[config.mk]
export PLATFORM = sky130hd
export DESIGN_NAME = pgc_gen
export DESIGN_NICKNAME = d
export VERILOG_FILES = /design/src/core/pgc_pkg.sv /design/src/core/pgc_sync.sv /design/src/core/pgc_blank.sv /design/src/core/pgc_gen.sv
export SDC_FILE = /design/constraint.sdc
export NUM_CORES = 1
export LEC_CHECK = 0
export ABC_AREA = 0
export BUFFER_PORTS_ARGS = -buffer_cell sky130_fd_sc_hd__clkbuf_2
export CORE_MARGIN = 2
export CORE_UTILIZATION = 50
export DETAILED_ROUTE_END_ITERATION = 16
export PLACE_DENSITY = 0.68
export SLEW_MARGIN = 5
export SYNTH_ARGS = -nofsm -noshare
export SYNTH_HDL_FRONTEND = slang
export SYNTH_SLANG_ARGS = --single-unit
[constraint.sdc]
create_clock -name clk -period 7.1 [get_ports clk]
set_input_delay 1.42 -clock clk [delete_from_list [all_inputs] [get_ports clk]]
set_output_delay 1.42 -clock clk [all_outputs]
set_load 0.03 [all_outputs]
[src/core/pgc_pkg.sv]
// Purpose: constants for the pwm generator control and capture block
// Assumes: 16-bit register port, word index addressing
// Notes: register offsets beyond the two named registers are local choices
package pgc_pkg;
  localparam int ADDR_W = 4;
  localparam int DATA_W = 16;
  localparam int TB_W = 16;
  localparam logic [3:0] OFS_CONTROL = 4'h0;
  localparam logic [3:0] OFS_CAPTURE = 4'h1;
  localparam logic [3:0] OFS_PDUTY = 4'h2;
  localparam logic [3:0] OFS_SDUTY = 4'h3;
  localparam logic [3:0] OFS_MDUTY = 4'h4;
  localparam logic [3:0] OFS_PPHASE = 4'h5;
  localparam logic [3:0] OFS_MPERIOD = 4'h6;
  localparam logic [3:0] OFS_DEADTIME = 4'h7;
  localparam logic [3:0] OFS_EVENTS = 4'h8;
  localparam logic [3:0] OFS_ACTIVE_DUTY = 4'h9;
  localparam int B_FAULT_PEND = 15;
  localparam int B_LIMIT_PEND = 14;
  localparam int B_TRIG_PEND = 13;
  localparam int B_FAULT_EN = 12;
  localparam int B_LIMIT_EN = 11;
  localparam int B_TRIG_EN = 10;
  localparam int B_ITB = 9;
  localparam int B_MDS = 8;
  localparam int B_DT_HI = 7;
  localparam int B_DT_LO = 6;
  localparam int B_CPOL = 5;
  localparam int B_TBSEL = 3;
  localparam int B_CAM = 2;
  localparam int B_XRES = 1;
  localparam int B_IUE = 0;
  localparam logic [15:0] CONTROL_WMASK = 16'h1FEF;
  localparam logic [15:0] CONTROL_RESET = 16'h0000;
  localparam logic [15:0] REG_RESET = 16'h0000;
  localparam int CAP_LSB = 3;
  localparam logic [2:0] CAM_MASK_ZERO = 3'h0;
  localparam int LEB_CYCLES = 4;
  localparam real CAP_RES_NS = 8.32;
  localparam real CLK_NS = 50.0;
  // capture granularity is one clock, coarser than the 8.32 ns resolution figure
  localparam int CAP_RES_CYC = (CAP_RES_NS / CLK_NS) < 1.0 ? 1 : int'(CAP_RES_NS / CLK_NS);
  typedef enum logic [1:0] {
    PGC_DT_POS,
    PGC_DT_NEG,
    PGC_DT_OFF,
    PGC_DT_COMP
  } pgc_dt_t;
endpackage : pgc_pkg

[src/core/pgc_sync.sv]
// Purpose: two-flop synchroniser for a pin input
// Assumes: input is asynchronous to clk
// Notes: first stage read only by the second
`timescale 1ns/1ps
module pgc_sync (
  input wire logic clk, // clock
  input wire logic sys_rst, // async reset
  input wire logic din, // raw pin
  output logic dout // synchronised level
);
  logic stage1;
  always_ff @(posedge clk or posedge sys_rst) begin
    if (sys_rst) begin
      stage1 <= 1'b0;
      dout <= 1'b0;
    end else begin
      stage1 <= din;
      dout <= stage1;
    end
  end
endmodule : pgc_sync

[src/core/pgc_blank.sv]
// Purpose: leading-edge blanking of the current-limit level
// Assumes: input already synchronised
// Notes: a rise must hold for the blanking count before it counts as an edge
`timescale 1ns/1ps
module pgc_blank #(
  parameter int BLANK = pgc_pkg::LEB_CYCLES
) (
  input wire logic clk, // clock
  input wire logic sys_rst, // async reset
  input wire logic lvl, // synchronised limit level
  output logic edgeOut // one-cycle qualified leading edge
);
  import pgc_pkg::*;
  logic [7:0] cnt;
  logic armed;
  wire atEnd = (cnt == 8'(BLANK));
  always_ff @(posedge clk or posedge sys_rst) begin
    if (sys_rst) begin
      cnt <= 8'h00;
      armed <= 1'b1;
      edgeOut <= 1'b0;
    end else begin
      edgeOut <= 1'b0;
      if (!lvl) begin
        cnt <= 8'h00;
        armed <= 1'b1;
      end else if (armed && !atEnd) begin
        cnt <= cnt + 8'h01;
      end else if (armed) begin
        edgeOut <= 1'b1;
        armed <= 1'b0;
      end
    end
  end
endmodule : pgc_blank

[src/core/pgc_gen.sv]
// Purpose: per-generator control register, time base, duty select, dead time, capture
// Assumes: pins sync'ed internally; master time bases come from same clock
// Notes: outputs registered; dead time counted in clocks
`timescale 1ns/1ps
module pgc_gen #(
  parameter int BLANK = pgc_pkg::LEB_CYCLES
) (
  input wire logic clk, // 20 MHz clock
  input wire logic sys_rst, // async reset, high
  input wire logic [pgc_pkg::ADDR_W-1:0] addr, // register index
  input wire logic [pgc_pkg::DATA_W-1:0] wdata, // write data
  input wire logic wr, // write strobe
  input wire logic rd, // read strobe
  output logic [pgc_pkg::DATA_W-1:0] rdata, // read data, cycle after rd
  input wire logic limitPin, // current-limit input pin
  input wire logic compensationInput, // compensation input pin
  input wire logic faultEvent, // fault event, same clock
  input wire logic triggerEvent, // trigger event, same clock
  input wire logic primarySync, // primary master period start
  input wire logic secondarySync, // secondary master period start
  input wire logic secondaryAvail, // secondary base exists
  output logic highSideOutput, // high-side drive
  output logic lowSideOutput, // low-side drive
  output logic faultIrq, // fault request level
  output logic limitIrq, // limit request level
  output logic triggerIrq // trigger request level
);
  import pgc_pkg::*;

  logic [15:0] control, pDuty, sDuty, mDuty, pPhase, mPeriod, deadTime;
  logic [15:0] activeP, activeS, activeM, capture, tb;
  logic [15:0] next_tb;
  logic limitLvl, limitEdge, compLvl, tbUp, rawH;
  logic [7:0] dtCnt;
  logic outH, outL, prevRaw;

  pgc_sync uSyncLim (.clk(clk), .sys_rst(sys_rst), .din(limitPin), .dout(limitLvl));
  pgc_sync uSyncCmp (.clk(clk), .sys_rst(sys_rst), .din(compensationInput), .dout(compLvl));
  pgc_blank #(.BLANK(BLANK)) uBlank (.clk(clk), .sys_rst(sys_rst), .lvl(limitLvl), .edgeOut(limitEdge));

  // mode decode
  wire independent_timebase = control[B_ITB];
  wire center_aligned_enable = control[B_CAM] & independent_timebase;
  wire [1:0] dtMode = control[B_DT_HI:B_DT_LO];
  wire cpolEff = (dtMode == 2'(PGC_DT_COMP)) & control[B_CPOL];
  wire useSec = control[B_TBSEL] & secondaryAvail;
  wire masterSync = useSec ? secondarySync : primarySync;
  wire xReset = control[B_XRES] & independent_timebase & limitEdge;
  // only the limit source can reset the base, and only when enabled
  wire [15:0] period = independent_timebase ? pPhase : mPeriod;
  wire [15:0] camMask = center_aligned_enable ? {13'h1FFF, CAM_MASK_ZERO} : 16'hFFFF;
  wire [15:0] dutySel = control[B_MDS] ? activeM : activeP;
  wire [15:0] dutyEff = dutySel & camMask;
  wire [15:0] perEff = period & camMask;
  wire [15:0] dtEff = deadTime & camMask;
  wire tbWrap = independent_timebase ? (tb >= perEff) : masterSync;
  wire periodStart = tbWrap | xReset;

  wire selCtl = addr == OFS_CONTROL;
  wire ctlWr = wr & selCtl;
  // a write of one clears a pending flag; a new event that cycle still wins
  wire [2:0] evt = {faultEvent, limitEdge, triggerEvent};
  wire [2:0] ens = {control[B_FAULT_EN], control[B_LIMIT_EN], control[B_TRIG_EN]};
  wire [2:0] pend = control[B_FAULT_PEND:B_TRIG_PEND];
  wire [2:0] clr = ctlWr ? wdata[B_FAULT_PEND:B_TRIG_PEND] : 3'h0;
  wire [2:0] ensNext = ctlWr ? wdata[B_FAULT_EN:B_TRIG_EN] : ens;
  // disabling an enable clears its flag
  wire [2:0] pendNext = ((pend & ~clr) | (evt & ensNext)) & ensNext;
  wire [15:0] ctlLow = ctlWr ? (wdata & CONTROL_WMASK) : (control & CONTROL_WMASK);
  wire [15:0] next_control = {pendNext, ctlLow[12:0]};

  // centre and edge mode both count up; the wrap at the period wins over the turn
  logic down;
  always_comb begin
    next_tb = tb + 16'h0001;
    if (periodStart) next_tb = 16'h0000;
    else if (center_aligned_enable && down) next_tb = tb - 16'h0001;
  end
  wire dirFlip = center_aligned_enable & (independent_timebase ? (tb >= perEff) : 1'b0);

  // duty comparison; in centre mode the pulse sits at the end of the count, before the wrap
  wire rawHigh = center_aligned_enable ? (tb >= (perEff - dutyEff)) : (tb < dutyEff);

  // compensation: which side to trim by the dead-time figure
  wire shortenLow = cpolEff ? ~compLvl : compLvl;
  wire dtOn = (dtMode != 2'(PGC_DT_OFF));
  // band opens with the change itself, so no one-clock spike leads it
  wire inBand = (rawHigh != prevRaw) ? (dtOn & (dtEff[7:0] != 8'h00)) : (dtCnt > 8'h01);

  always_ff @(posedge clk or posedge sys_rst) begin
    if (sys_rst) begin
      control <= CONTROL_RESET;
      {pDuty, sDuty, mDuty} <= {3{REG_RESET}};
      {pPhase, mPeriod, deadTime} <= {3{REG_RESET}};
      {activeP, activeS, activeM} <= {3{REG_RESET}};
    end else begin
      control <= next_control;
      if (wr && addr == OFS_PDUTY) pDuty <= wdata;
      if (wr && addr == OFS_SDUTY) sDuty <= wdata;
      if (wr && addr == OFS_MDUTY) mDuty <= wdata;
      if (wr && addr == OFS_PPHASE) pPhase <= wdata;
      if (wr && addr == OFS_MPERIOD) mPeriod <= wdata;
      if (wr && addr == OFS_DEADTIME) deadTime <= wdata;
      if (control[B_IUE]) begin
        activeP <= pDuty;
        activeS <= sDuty;
        activeM <= mDuty;
      end else if (periodStart) begin
        activeP <= pDuty;
        activeS <= sDuty;
        activeM <= mDuty;
      end
    end
  end

  always_ff @(posedge clk or posedge sys_rst) begin
    if (sys_rst) begin
      tb <= 16'h0000;
      down <= 1'b0;
      capture <= 16'h0000;
    end else begin
      tb <= next_tb;
      down <= periodStart ? 1'b0 : (dirFlip ? 1'b1 : down);
      // capture of the time base, per clock granularity
      if (limitEdge) capture <= {tb[12:0], 3'h0};
    end
  end

  // dead-time shaping of the complementary pair
  always_ff @(posedge clk or posedge sys_rst) begin
    if (sys_rst) begin
      prevRaw <= 1'b0;
      dtCnt <= 8'h00;
      outH <= 1'b0;
      outL <= 1'b0;
    end else begin
      prevRaw <= rawHigh;
      if (rawHigh != prevRaw) dtCnt <= dtOn ? dtEff[7:0] : 8'h00;
      else if (dtCnt != 8'h00) dtCnt <= dtCnt - 8'h01;
      case (dtMode)
        2'(PGC_DT_OFF): begin
          outH <= rawHigh;
          outL <= ~rawHigh;
        end
        2'(PGC_DT_NEG): begin
          // overlap during the dead band
          outH <= rawHigh | inBand;
          outL <= ~rawHigh | inBand;
        end
        2'(PGC_DT_COMP): begin
          outH <= shortenLow ? (rawHigh | inBand) : (rawHigh & ~inBand);
          outL <= shortenLow ? (~rawHigh & ~inBand) : (~rawHigh | inBand);
        end
        default: begin
          outH <= rawHigh & ~inBand;
          outL <= ~rawHigh & ~inBand;
        end
      endcase
    end
  end

  assign rawH = outH;
  assign highSideOutput = rawH;
  assign lowSideOutput = outL;
  assign faultIrq = control[B_FAULT_PEND];
  assign limitIrq = control[B_LIMIT_PEND];
  assign triggerIrq = control[B_TRIG_PEND];

  // read mux
  logic [15:0] rsel;
  always_comb begin
    case (addr)
      OFS_CONTROL: rsel = control;
      OFS_CAPTURE: rsel = capture;
      OFS_PDUTY: rsel = pDuty;
      OFS_SDUTY: rsel = sDuty;
      OFS_MDUTY: rsel = mDuty;
      OFS_PPHASE: rsel = pPhase;
      OFS_MPERIOD: rsel = mPeriod;
      OFS_DEADTIME: rsel = deadTime;
      OFS_EVENTS: rsel = tb;
      OFS_ACTIVE_DUTY: rsel = dutyEff;
      default: rsel = 16'h0000;
    endcase
  end
  always_ff @(posedge clk or posedge sys_rst) begin
    if (sys_rst) rdata <= 16'h0000;
    else rdata <= rd ? rsel : 16'h0000;
  end
  logic unusedS;
  assign unusedS = |activeS;
endmodule : pgc_gen

==> key figures, run 1 <==
Outcome
  • Status: completed

Clock tree
  • H-tree levels: 1
  • CTS tree: done
  • Clk buf depth: 3
  • Clk root buf: clkbuf_16
  • CTS buffer count: 24
  • Post-CTS setup buffers: 0
  • Clk sinks: 214
  • Worst-Skew Late Latency: 520 ps
  • Clk pin slew, worst setup/hold paths: 60 ps
  • Post-CTS sizing: 0
  • CTS hold repair buffers: 0

Detailed routing
  • DR iter-0 viols: 683
  • WL/cell: 22.15 um
  • Via count: 8500
  • Post-route ant nets: 0
  • # DRC: 0
  • Vias/cell: 6.028
  • Drt total wl: 31230 um
  • Drt pass-1 iters: 5

Critical path
  • FF-to-FF path depth: 19
  • CP Launch Type: flop
  • CP Cell Sequence: nand2_1, nand2_1, ha_1, nor2b_1, o21ai_0, a21oi_1, o41ai_1, o21bai_1, a21oi_1, xor2_1, ha_1, a21o_1, a21o_1, a211oi_1, o211ai_1, o22ai_4, xnor2_4, o21ai_0, o21ai_0
  • RR Endpoint: dtCnt[7]$_DFFE_PP0P_
  • CP endpoint kind: flop
  • Most used cell, CP: o21ai_0
  • Worst EP required: 7540 ps
  • CP max FO: 16
  • Worst r2r src: control[9]$_DFFE_PP0P_
  • R2R setup slack: 1960 ps
  • Crit path kind: flop to flop
  • Slowest CP cell: dfrtp_1
  • CP max stage delay: 800 ps
  • Worst Path Arrival: 5580 ps

Yosys
  • Yosys cell types: 63
  • Ys flop type: dfrtp_1
  • Cell taking the most area after synthesis: dfrtp_1
  • Syn. warnings: 0
  • Area contributors post-synth: dfrtp_1 45%, mux2_2 15%, ha_1 8.5%
  • Post-synth EDFFs: 0
  • Top-area cell type share of the netlist area: 45.31%
  • Post-Synthesis Cells: 1023
  • Mapped Avg Cell Area: 11.50 sq um
  • Seq/Total Area, Yosys: 45.53%
  • Syn Std Cell Area: 11760 sq um
  • Syn nets: 1136
  • Fraction of registers with async set/reset: 100.0%
  • FF+latch count, synth: 214

Placement
  • PortBufs: 51
  • Setup slack at placement: 1937 ps
  • RD Place Congestion: 0.9107
  • DP Wirelength: 20770 um

Timing
  • Final WS setup: 1964 ps
  • FMAX: 194.7 MHz
  • Skew final: 8.018 ps
  • Slew Limit Fails: 0
  • Final hold viol count: 0
  • Tcrit/Tclk final: 72.34%
  • Final TNS setup: 0 ps
  • RSZ-0062 raised after global routing: false
  • Worst Tran Pin Value: 1127 ps
  • WHS: 347.5 ps
  • Rel. slew slack: 24.62%
  • Setup violators final: 0
  • Minimum clock period: 5136 ps

Final layout
  • Commonest non-fill, non-tap cell in the layout: dfrtp_1
  • Nets: 1186
  • Share of cells above drive strength 1: 25.48%
  • Antenna Cells: 0
  • Synth-to-Final Area Change: 13.16%
  • Commonest cells after routing, fill and taps aside: 213 x dfrtp_1, 155 x mux2_2, 80 x ha_1
  • Core Util, Final: 57.22%

Floorplanning
  • Ports: 52
  • Core area: 23260 sq um
  • Row Count: 56
  • Die extent in x: 157.4 um
  • Die Span Y: 157.4 um
  • Starting Density: 50.57%
  • Die area: 24770 sq um

Power
  • Pwr dens: 366.0 nW/um^2
  • VDD IR max: 0.0001625 V
  • Leak: 6.176 nW

GRT
  • Antenna violations before repair: 0
  • First-pass GRT wire length: 48600 um
  • Largest net degree at the start of global routing: 115
  • GRT Overall Usage: 25.73%
  • Grt ovf: 0
  • Vias in the first global route: 8503

Worst hold path
  • Hold Crit Endpoint: uSyncLim.dout$_DFF_PP0_
  • Hold Crit Depth: 0
  • Hold wc startpoint: uSyncLim.stage1$_DFF_PP0_
  • HP Class: flop to flop

Flow run
  • Max Cap Violations: 0
## final cells by class
cell class / count / area [sq um]
clock buffer: 34 / 739.5
sequential: 214 / 5356
tap: 319 / 399.1
multi-input combinational: 730 / 6122
fill: 1983 / 9951
timing repair buffer: 63 / 357.8
clock inverter: 10 / 182.7
inverter: 40 / 153.9
## state kept, by name, indices dropped and copies added (netlist names), 16 cells and up
| register | count |
|---|---|
| activeM | 16 |
| activeP | 16 |
| deadTime | 16 |
| mDuty | 16 |
| mPeriod | 16 |
| pDuty | 16 |
| pPhase | 16 |
| rdata | 16 |
| sDuty | 16 |
| tb | 16 |
## cell families (layout without fill, tap and decap cells)
family / after synthesis / after routing / share of synthesized area, %
xor+xnor: 40 / 40 / 3.138
flops: 214 / 214 / 45.53
simple gates: 199 / 199 / 8.509
fa+ha+maj: 82 / 82 / 8.849
compound gates: 225 / 225 / 13.92
mux: 184 / 184 / 17.32
buf+inv: 79 / 147 / 2.733
## worst max path at each step
stage	start	endpoint	slack, ps	depth (start not counted)
final	control[9]$_DFFE_PP0P_	dtCnt[7]$_DFFE_PP0P_	1960	19
after global routing	control[9]$_DFFE_PP0P_	dtCnt[1]$_DFFE_PP0P_	1410	20
after global placement	control[9]$_DFFE_PP0P_	dtCnt[7]$_DFFE_PP0P_	2100	19
after floorplan	control[8]$_DFFE_PP0P_	dtCnt[1]$_DFFE_PP0P_	2470	21
after CTS	control[9]$_DFFE_PP0P_	dtCnt[7]$_DFFE_PP0P_	1930	19
after detailed placement	control[9]$_DFFE_PP0P_	dtCnt[3]$_DFFE_PP0P_	1940	19
## critical path: cells and delay by family (launching register included)
| kind | cells | cell delay (ps) |
|---|---|---|
| AOI/OAI and AO/OA | 12 | 2640 |
| adders and majority gates | 2 | 510 |
| and+or+nand+nor | 3 | 670 |
| xor gates and xnor gates | 2 | 420 |
| DFF | 1 | 800 |
## cell usage after synthesis (all sizes together) (3+ instances only)
cell,count
dfrtp,213
mux2,156
ha,80
nor2,48
nand2,42
inv,40
nor3,34
o21ai,32
a21oi,31
a22o,29
clkbuf,29
mux2i,28
xnor2,22
a31oi,21
a211oi,19
a221oi,19
xor2,18
nand3,16
a22oi,14
a21o,13
and2,11
buf,10
nand2b,10
o21a,10
nand4,9
nor2b,8
o211ai,6
and3,5
o31ai,5
a21boi,4
nand3b,4
nor4,4
o21bai,4
a2111oi,3
a211o,3
o41ai,3
or3,3
## stage by stage
stage,power [W],std cells,area [sq um]
6_report,0.004872,1410,13310
5_1_grt,0.005189,1410,13310
4_1_cts,0.004889,1410,13310
3_5_place_dp,0.003457,1366,12390
3_3_place_gp,0.003419,1366,12390
2_1_floorplan,0.003027,1023,11770
## per-layer routing
| layer | GRT usage [%] | vias up | routed length [um] |
|---|---|---|---|
| met5 | 0 | - | 0 |
| met4 | 8.831 | 0 | 1033 |
| met3 | 4.626 | 75 | 2011 |
| met2 | 41.01 | 275 | 14300 |
| met1 | 35.49 | 4241 | 13880 |
| li1 | - | 3909 | - |
## report_power, final
part / leakage [nW] / internal [W] / switching [W]
registers: 2.71 / 0.00151 / 0.000255
clock network: 0.458 / 0.000906 / 0.000512
logic: 3.01 / 0.000782 / 0.000907
total: 6.18 / 0.00320 / 0.00167
Power figures use the tool's default switching activity.
==> run 2: changes to the inputs <==
==> constraint.sdc (replaced) <==
create_clock -name clk -period 4.7 [get_ports clk]
set_input_delay 0.94 -clock clk [delete_from_list [all_inputs] [get_ports clk]]
set_output_delay 0.94 -clock clk [all_outputs]
set_load 0.03 [all_outputs]
==> run 2 against run 1 <==
Against the previous run:
- register-to-register slack got worse by 1700 ps
- sequential power is 49% higher
- wire length increased by 2.6%
- count of clock-buffer cells in the layout is 3 higher
- sequential cell count unchanged
- clock power rose by 25%
- non-clock buffer count rose by 14
- die area unchanged
- critical endpoint is now dtCnt[3]$_DFFE_PP0P_
- largest power group is now combinational cells
==> key figures, run 2 (synthesized netlist as in run 1, its figures left out) <==
Outcome
  • Status: completed (unchanged)

Timing
  • Tcrit/Tclk final: 94.70% (was 72.34%)
  • Final WS setup: 249.1 ps (was 1964 ps)
  • Final hold viol count: 0 (unchanged)
  • Skew final: 29.55 ps (was 8.018 ps)
  • Worst Tran Pin Value: 1186 ps (was 1127 ps)
  • Setup violators final: 0 (unchanged)
  • Slew Limit Fails: 0 (unchanged)
  • Rel. slew slack: 20.76% (was 24.62%)
  • Minimum clock period: 4451 ps (was 5136 ps)
  • WHS: 354.6 ps (was 347.5 ps)
  • FMAX: 224.7 MHz (was 194.7 MHz)

Critical path
  • Worst Path Arrival: 4880 ps (was 5580 ps)
  • Crit path kind: flop to flop (unchanged)
  • Critical path startpoint: control[9]$_DFFE_PP0P_ (unchanged)
  • Worst r2r src: control[9]$_DFFE_PP0P_ (unchanged)
  • RR Endpoint: dtCnt[3]$_DFFE_PP0P_ (was dtCnt[7]$_DFFE_PP0P_)
  • FF-to-FF path depth: 23 (was 19)
  • Worst EP required: 5130 ps (was 7540 ps)
  • CP Launch Type: flop (unchanged)
  • CP max FO: 21 (was 16)
  • R2R setup slack: 250 ps (was 1960 ps)
  • CP endpoint kind: flop (unchanged)

Detailed routing
  • # DRC: 0 (unchanged)
  • Via count: 8717 (was 8500)
  • WL/cell: 22.49 um (was 22.15 um)
  • Drt pass-1 iters: 5 (unchanged)
  • DR iter-0 viols: 805 (was 683)
  • Post-route ant nets: 0 (unchanged)
  • Vias/cell: 6.121 (was 6.028)
  • Drt total wl: 32030 um (was 31230 um)

Placement
  • Placed instance count: 1377 (was 1366)
  • DP Wirelength: 21320 um (was 20770 um)
  • Setup slack at placement: -19.97 ps (was 1937 ps)
  • PortBufs: 51 (unchanged)
  • RD Place Congestion: 0.9249 (was 0.9107)

Floorplanning
  • Die extent in x: 157.4 um (unchanged)
  • Die area: 24770 sq um (unchanged)
  • Core area: 23260 sq um (unchanged)
  • Die Span Y: 157.4 um (unchanged)
  • Starting Density: 50.57% (unchanged)
  • Ports: 52 (unchanged)
  • Row Count: 56 (unchanged)

Worst hold path
  • Hold Crit Depth: 0 (unchanged)
  • HP Class: flop to flop (unchanged)
  • Hold wc startpoint: uSyncLim.stage1$_DFF_PP0_ (unchanged)
  • Hold Crit Endpoint: uSyncLim.dout$_DFF_PP0_ (unchanged)

Clock tree
  • Clk root buf: clkbuf_16 (unchanged)
  • Clk sinks: 214 (unchanged)
  • Clk buf depth: 3 (unchanged)
  • Clk pin slew, worst setup/hold paths: 60 ps (about the same)
  • Worst-Skew Late Latency: 540 ps (was 520 ps)
  • H-tree levels: 1 (unchanged)
  • CTS buffer count: 24 (unchanged)
  • CTS tree: done (unchanged)
  • CTS hold repair buffers: 0 (unchanged)

Final layout
  • Synth-to-Final Area Change: 13.13% (was 13.16%)
  • Fillers: 2028 (was 1983)
  • Commonest cells after routing, fill and taps aside: 211 x dfrtp_1, 155 x mux2_2, 80 x ha_1 (was 213 x dfrtp_1, 155 x mux2_2, 80 x ha_1)
  • Area of the multi-input gates: 6143 sq um (was 6122 sq um)
  • Post-Layout Cell Count: 1424 (was 1410)
  • Core Util, Final: 57.21% (was 57.22%)
  • Register area: 5359 sq um (was 5356 sq um)
  • Nets: 1200 (was 1186)
  • Share of cells above drive strength 1: 26.52% (was 25.48%)
  • Antenna Cells: 0 (unchanged)
  • Commonest non-fill, non-tap cell in the layout: dfrtp_1 (unchanged)

GRT
  • GRT Overall Usage: 26.50% (was 25.73%)
  • Antenna violations before repair: 0 (unchanged)
  • Largest net degree at the start of global routing: 90 (was 115)
  • Vias in the first global route: 8845 (was 8503)
  • First-pass GRT wire length: 50160 um (was 48600 um)
  • Grt ovf: 0 (unchanged)

Flow run
  • Max Cap Violations: 0 (unchanged)

Power
  • Total power: 0.007127 W (was 0.004872 W)
  • Leak: 6.165 nW (was 6.176 nW)
  • Pwr dens: 535.6 nW/um^2 (was 366.0 nW/um^2)
  • VDD IR max: 0.0002991 V (was 0.0001625 V)
==> run 2: cell types whose count changed in the layout (fill, tap and decap cells not counted), moves of 2 or more <==
cell / before / now
buf_4: 11 / 21
buf_12: 1 / 5
dfrtp_2: 0 / 2
bufinv_16: 5 / 0
nor3_2: 4 / 6
clkinv_2: 3 / 5
a21oi_1: 30 / 28
clkbuf_8: 8 / 4
clkbuf_1: 1 / 9
dfrtp_1: 213 / 211
a21oi_2: 1 / 3
mux2i_1: 28 / 26
mux2i_2: 0 / 2
==> run 2: layout make-up <==
type	instances	area share (%)
sequential	214	40.27
multi-input combinational	730	46.16
tap	319	2.999
inverter	40	1.156
clock inverter	7	0.3761
clock buffer	37	5.181
timing repair buffer	77	3.855
==> run 2: worst max-delay path, stage by stage (launching register included) <==
cell	delay, ps
dfrtp_2	440
buf_12	190
nand2_1	110
nand2_1	120
ha_1	300
nor2b_1	130
o21ai_0	240
a21oi_1	150
o41ai_1	260
buf_4	190
o21bai_1	60
a21oi_1	180
xor2_1	180
ha_1	270
a21o_1	180
a21o_1	170
a211oi_1	230
o211ai_1	150
o22ai_4	170
buf_12	160
xnor2_4	130
buf_12	150
o211ai_1	90
o21ai_0	100
==> run 2: routing by layer <==
| layer | vias to the layer above | global-route usage, % | share of wire [%] |
|---|---|---|---|
| met5 | - | 0 | 0 |
| met4 | 0 | 10.35 | 4.5 |
| met3 | 87 | 3.304 | 4.8 |
| met2 | 282 | 42.40 | 45 |
| met1 | 4401 | 36.86 | 45 |
| li1 | 3947 | - | - |
==> run 2: worst max-delay path by stage <==
stage	endpoint	slack (ps)
2_1_floorplan	dtCnt[1]$_DFFE_PP0P_	70
3_3_place_gp	dtCnt[3]$_DFFE_PP0P_	180
3_5_place_dp	dtCnt[3]$_DFFE_PP0P_	-20
4_1_cts	dtCnt[1]$_DFFE_PP0P_	70
5_1_grt	dtCnt[2]$_DFFE_PP0P_	-30
6_report	dtCnt[3]$_DFFE_PP0P_	250
==> run 2: what timing repair did <==
item,in CTS,in global routing
gates resized for setup,1,8
pin swaps,1,4
setup endpoints to repair,8,10
buffers inserted,1,2
==> run 2: power by group <==
part           total, W  internal (W)  switching [W]
sequential      0.00263       0.00228       0.000349
combinational   0.00272       0.00126        0.00146
clock           0.00177       0.00101       0.000762
==> run 2: through the flow <==
stage,TNS [ps],instance area [sq um]
detailed placement,-56.43,12490
global placement,0,12490
CTS,0,13260
finish,0,13310
global route,-47.77,13310
floorplan,0,11770
==> run 3: changes to the inputs <==
--- a/config.mk
+++ b/config.mk
@@ -11,6 +11,7 @@
 export CORE_UTILIZATION = 50
 export DETAILED_ROUTE_END_ITERATION = 16
 export PLACE_DENSITY = 0.68
+export RECOVER_POWER = 100
 export SLEW_MARGIN = 5
 export SYNTH_ARGS = -nofsm -noshare
 export SYNTH_HDL_FRONTEND = slang
==> run 3 against run 2 <==
Against the previous run:
- the run now ends with max-capacitance violations, max-slew violations left
- register-to-register slack about the same
- count of clock-buffer cells in the layout unchanged
- wire length is essentially flat
- design area down 1.1%
- critical path depth did not move
- first-iteration DRC count fell by 20%
- global-route usage stayed put
- largest cell class unchanged
- clock skew is 1.0 ps higher
- core utilization fell by 0.61 points
==> key figures, run 3 (synthesized netlist as in run 1, its figures left out) <==
Final layout
  • Commonest cells after routing, fill and taps aside: 211 x dfrtp_1, 151 x mux2_2, 80 x ha_1 (was 211 x dfrtp_1, 155 x mux2_2, 80 x ha_1)
  • Synth-to-Final Area Change: 11.91% (was 13.13%)
  • Nets: 1200 (unchanged)
  • Fillers: 2064 (was 2028)
  • Post-Layout Cell Count: 1424 (unchanged)
  • Commonest non-fill, non-tap cell in the layout: dfrtp_1 (unchanged)
  • Register area: 5359 sq um (unchanged)
  • Antenna Cells: 0 (unchanged)
  • Share of cells above drive strength 1: 22.71% (was 26.52%)
  • Area of the multi-input gates: 6092 sq um (was 6143 sq um)

Critical path
  • Worst EP required: 5130 ps (about the same)
  • Crit path kind: flop to flop (unchanged)
  • Slowest CP cell: dfrtp_2 (unchanged)
  • Worst Path Arrival: 4880 ps (about the same)
  • CP Launch Type: flop (unchanged)
  • CP Cell Sequence: buf_12, nand2_1, nand2_1, ha_1, nor2b_1, o21ai_0, a21oi_1, o41ai_1, buf_4, o21bai_1, a21oi_1, xor2_1, ha_1, a21o_1, a21o_1, a211oi_1, o211ai_1, o22ai_4, buf_12, xnor2_4, buf_12, o211ai_1, o21ai_0 (unchanged)
  • CP max stage delay: 440 ps (about the same)
  • CP max FO: 21 (unchanged)
  • CP endpoint kind: flop (unchanged)
  • Most used cell, CP: buf_12 (unchanged)

Timing
  • Final WS setup: 254.1 ps (was 249.1 ps)
  • Rel. slew slack: -85.25% (was 20.76%)
  • Slew Limit Fails: 232 (was 0)
  • FMAX: 224.9 MHz (was 224.7 MHz)
  • Worst Tran Pin Value: 2757 ps (was 1186 ps)
  • Final TNS setup: 0 ps (unchanged)
  • Skew final: 30.60 ps (was 29.55 ps)
  • Final hold viol count: 0 (unchanged)
  • Tcrit/Tclk final: 94.59% (was 94.70%)
  • Minimum clock period: 4446 ps (was 4451 ps)
  • Setup violators final: 0 (unchanged)

Detailed routing
  • WL/cell: 22.48 um (was 22.49 um)
  • Drt pass-1 iters: 4 (was 5)
  • # DRC: 0 (unchanged)
  • Post-route ant nets: 0 (unchanged)
  • Vias/cell: 6.101 (was 6.121)
  • DR iter-0 viols: 640 (was 805)
  • Via count: 8688 (was 8717)
  • Drt total wl: 32010 um (was 32030 um)

GRT
  • Vias in the first global route: 8845 (unchanged)
  • Largest net degree at the start of global routing: 90 (unchanged)
  • GRT Overall Usage: 26.50% (unchanged)
  • Grt ovf: 0 (unchanged)
  • First-pass GRT wire length: 50160 um (unchanged)
  • Antenna violations before repair: 0 (unchanged)

Outcome
  • Status: finished with violations (was completed)
  • Failing checks: max-capacitance violations, max-slew violations

Placement
  • PortBufs: 51 (unchanged)
  • Placed instance count: 1377 (unchanged)
  • RD Place Congestion: 0.9249 (unchanged)
  • Setup slack at placement: -19.97 ps (unchanged)
  • DP Wirelength: 21320 um (unchanged)

Floorplanning
  • Die extent in x: 157.4 um (unchanged)
  • Row Count: 56 (unchanged)
  • Ports: 52 (unchanged)
  • Die area: 24770 sq um (unchanged)
  • Starting Density: 50.57% (unchanged)
  • Die Span Y: 157.4 um (unchanged)
  • Core area: 23260 sq um (unchanged)

Power
  • Total power: 0.007107 W (was 0.007127 W)
  • Pwr dens: 539.8 nW/um^2 (was 535.6 nW/um^2)
  • Leak: 6.028 nW (was 6.165 nW)
  • VDD IR max: 0.0002997 V (was 0.0002991 V)

Clock tree
  • CTS buffer count: 24 (unchanged)
  • CTS hold repair buffers: 0 (unchanged)
  • Clk sinks: 214 (unchanged)
  • CTS tree: done (unchanged)
  • H-tree levels: 1 (unchanged)
  • Clk buf depth: 3 (unchanged)
  • Clk pin slew, worst setup/hold paths: 60 ps (about the same)
  • Clk root buf: clkbuf_16 (unchanged)
  • Worst-Skew Late Latency: 540 ps (about the same)

Worst hold path
  • HP Class: flop to flop (unchanged)

Flow run
  • Max Cap Violations: 4 (was 0)
==> run 3: changes by cell type in the layout (fill, tap and decap cells not counted), moves of 2 or more <==
| cell | before | now |
|---|---|---|
| mux2_2 | 155 | 151 |
| and2_0 | 0 | 8 |
| clkbuf_2 | 51 | 30 |
| clkbuf_4 | 0 | 2 |
| buf_4 | 21 | 11 |
| nor3_2 | 6 | 3 |
| buf_12 | 5 | 3 |
| clkbuf_1 | 9 | 40 |
| mux2_1 | 1 | 5 |
| nor3_1 | 27 | 31 |
| and2_1 | 11 | 3 |
==> run 3: per-stage QoR <==
stage / hold WS (ps) / area [sq um] / utilization, %
floorplan: 331.2 / 11770 / -
global placement: 334.1 / 12490 / 53.70
detailed placement: 339.4 / 12490 / 53.70
CTS: 352.8 / 13260 / 56.98
global route: 364.4 / 13170 / 56.59
finish: 355.7 / 13170 / 56.59
==> run 3: final timing paths <==
check / start / end / slack (ps) / cells past startpoint
min: uSyncCmp.stage1$_DFF_PP0_ / uSyncCmp.dout$_DFF_PP0_ / 360 / 0
min in group asynchronous: sys_rst / capture[4]$_DFFE_PP0P_ / 860 / 2
min reg2reg: uSyncCmp.stage1$_DFF_PP0_ / uSyncCmp.dout$_DFF_PP0_ / 360 / 0
max in group asynchronous: sys_rst / control[9]$_DFFE_PP0P_ / 850 / 3
max reg2reg: control[9]$_DFFE_PP0P_ / dtCnt[3]$_DFFE_PP0P_ / 250 / 23
max: control[9]$_DFFE_PP0P_ / dtCnt[3]$_DFFE_PP0P_ / 250 / 23
==> run 3: timing repair <==
item                       4_1_cts  5_1_grt
setup endpoints to repair        8       10
pin swaps                        1        4
gates resized for setup          1        8
setup buffers                    1        2
==> run 3: worst max-delay path, delay by kind of cell, from the launching register on <==
kind / cells / cell delay, ps
buffers and inverters: 4 / 690
AOI/OAI and AO/OA: 12 / 1970
adders and majority gates: 2 / 570
DFF: 1 / 440
and+or+nand+nor: 3 / 360
xor gates and xnor gates: 2 / 310
==> run 3: layout make-up <==
type	instances	area share [%]
clock buffer	37	5.237
timing repair buffer	77	3.222
clock inverter	7	0.3802
sequential	214	40.71
tap	319	3.032
inverter	40	1.150
multi-input combinational	730	46.27
==> run 3: metal layers <==
metal	vias to the layer above	GRT usage, %	share of wire, %
li1	3937	-	-
met1	4363	36.86	45
met2	308	42.40	45
met3	80	3.304	5.8
met4	0	10.35	4.1
met5	-	0	0
==> run 3: power by group <==
| group | total (W) | internal [W] | switching [W] |
|---|---|---|---|
| logic | 0.00270 | 0.00124 | 0.00146 |
| clock network | 0.00178 | 0.00101 | 0.000763 |
| registers | 0.00263 | 0.00228 | 0.000349 |
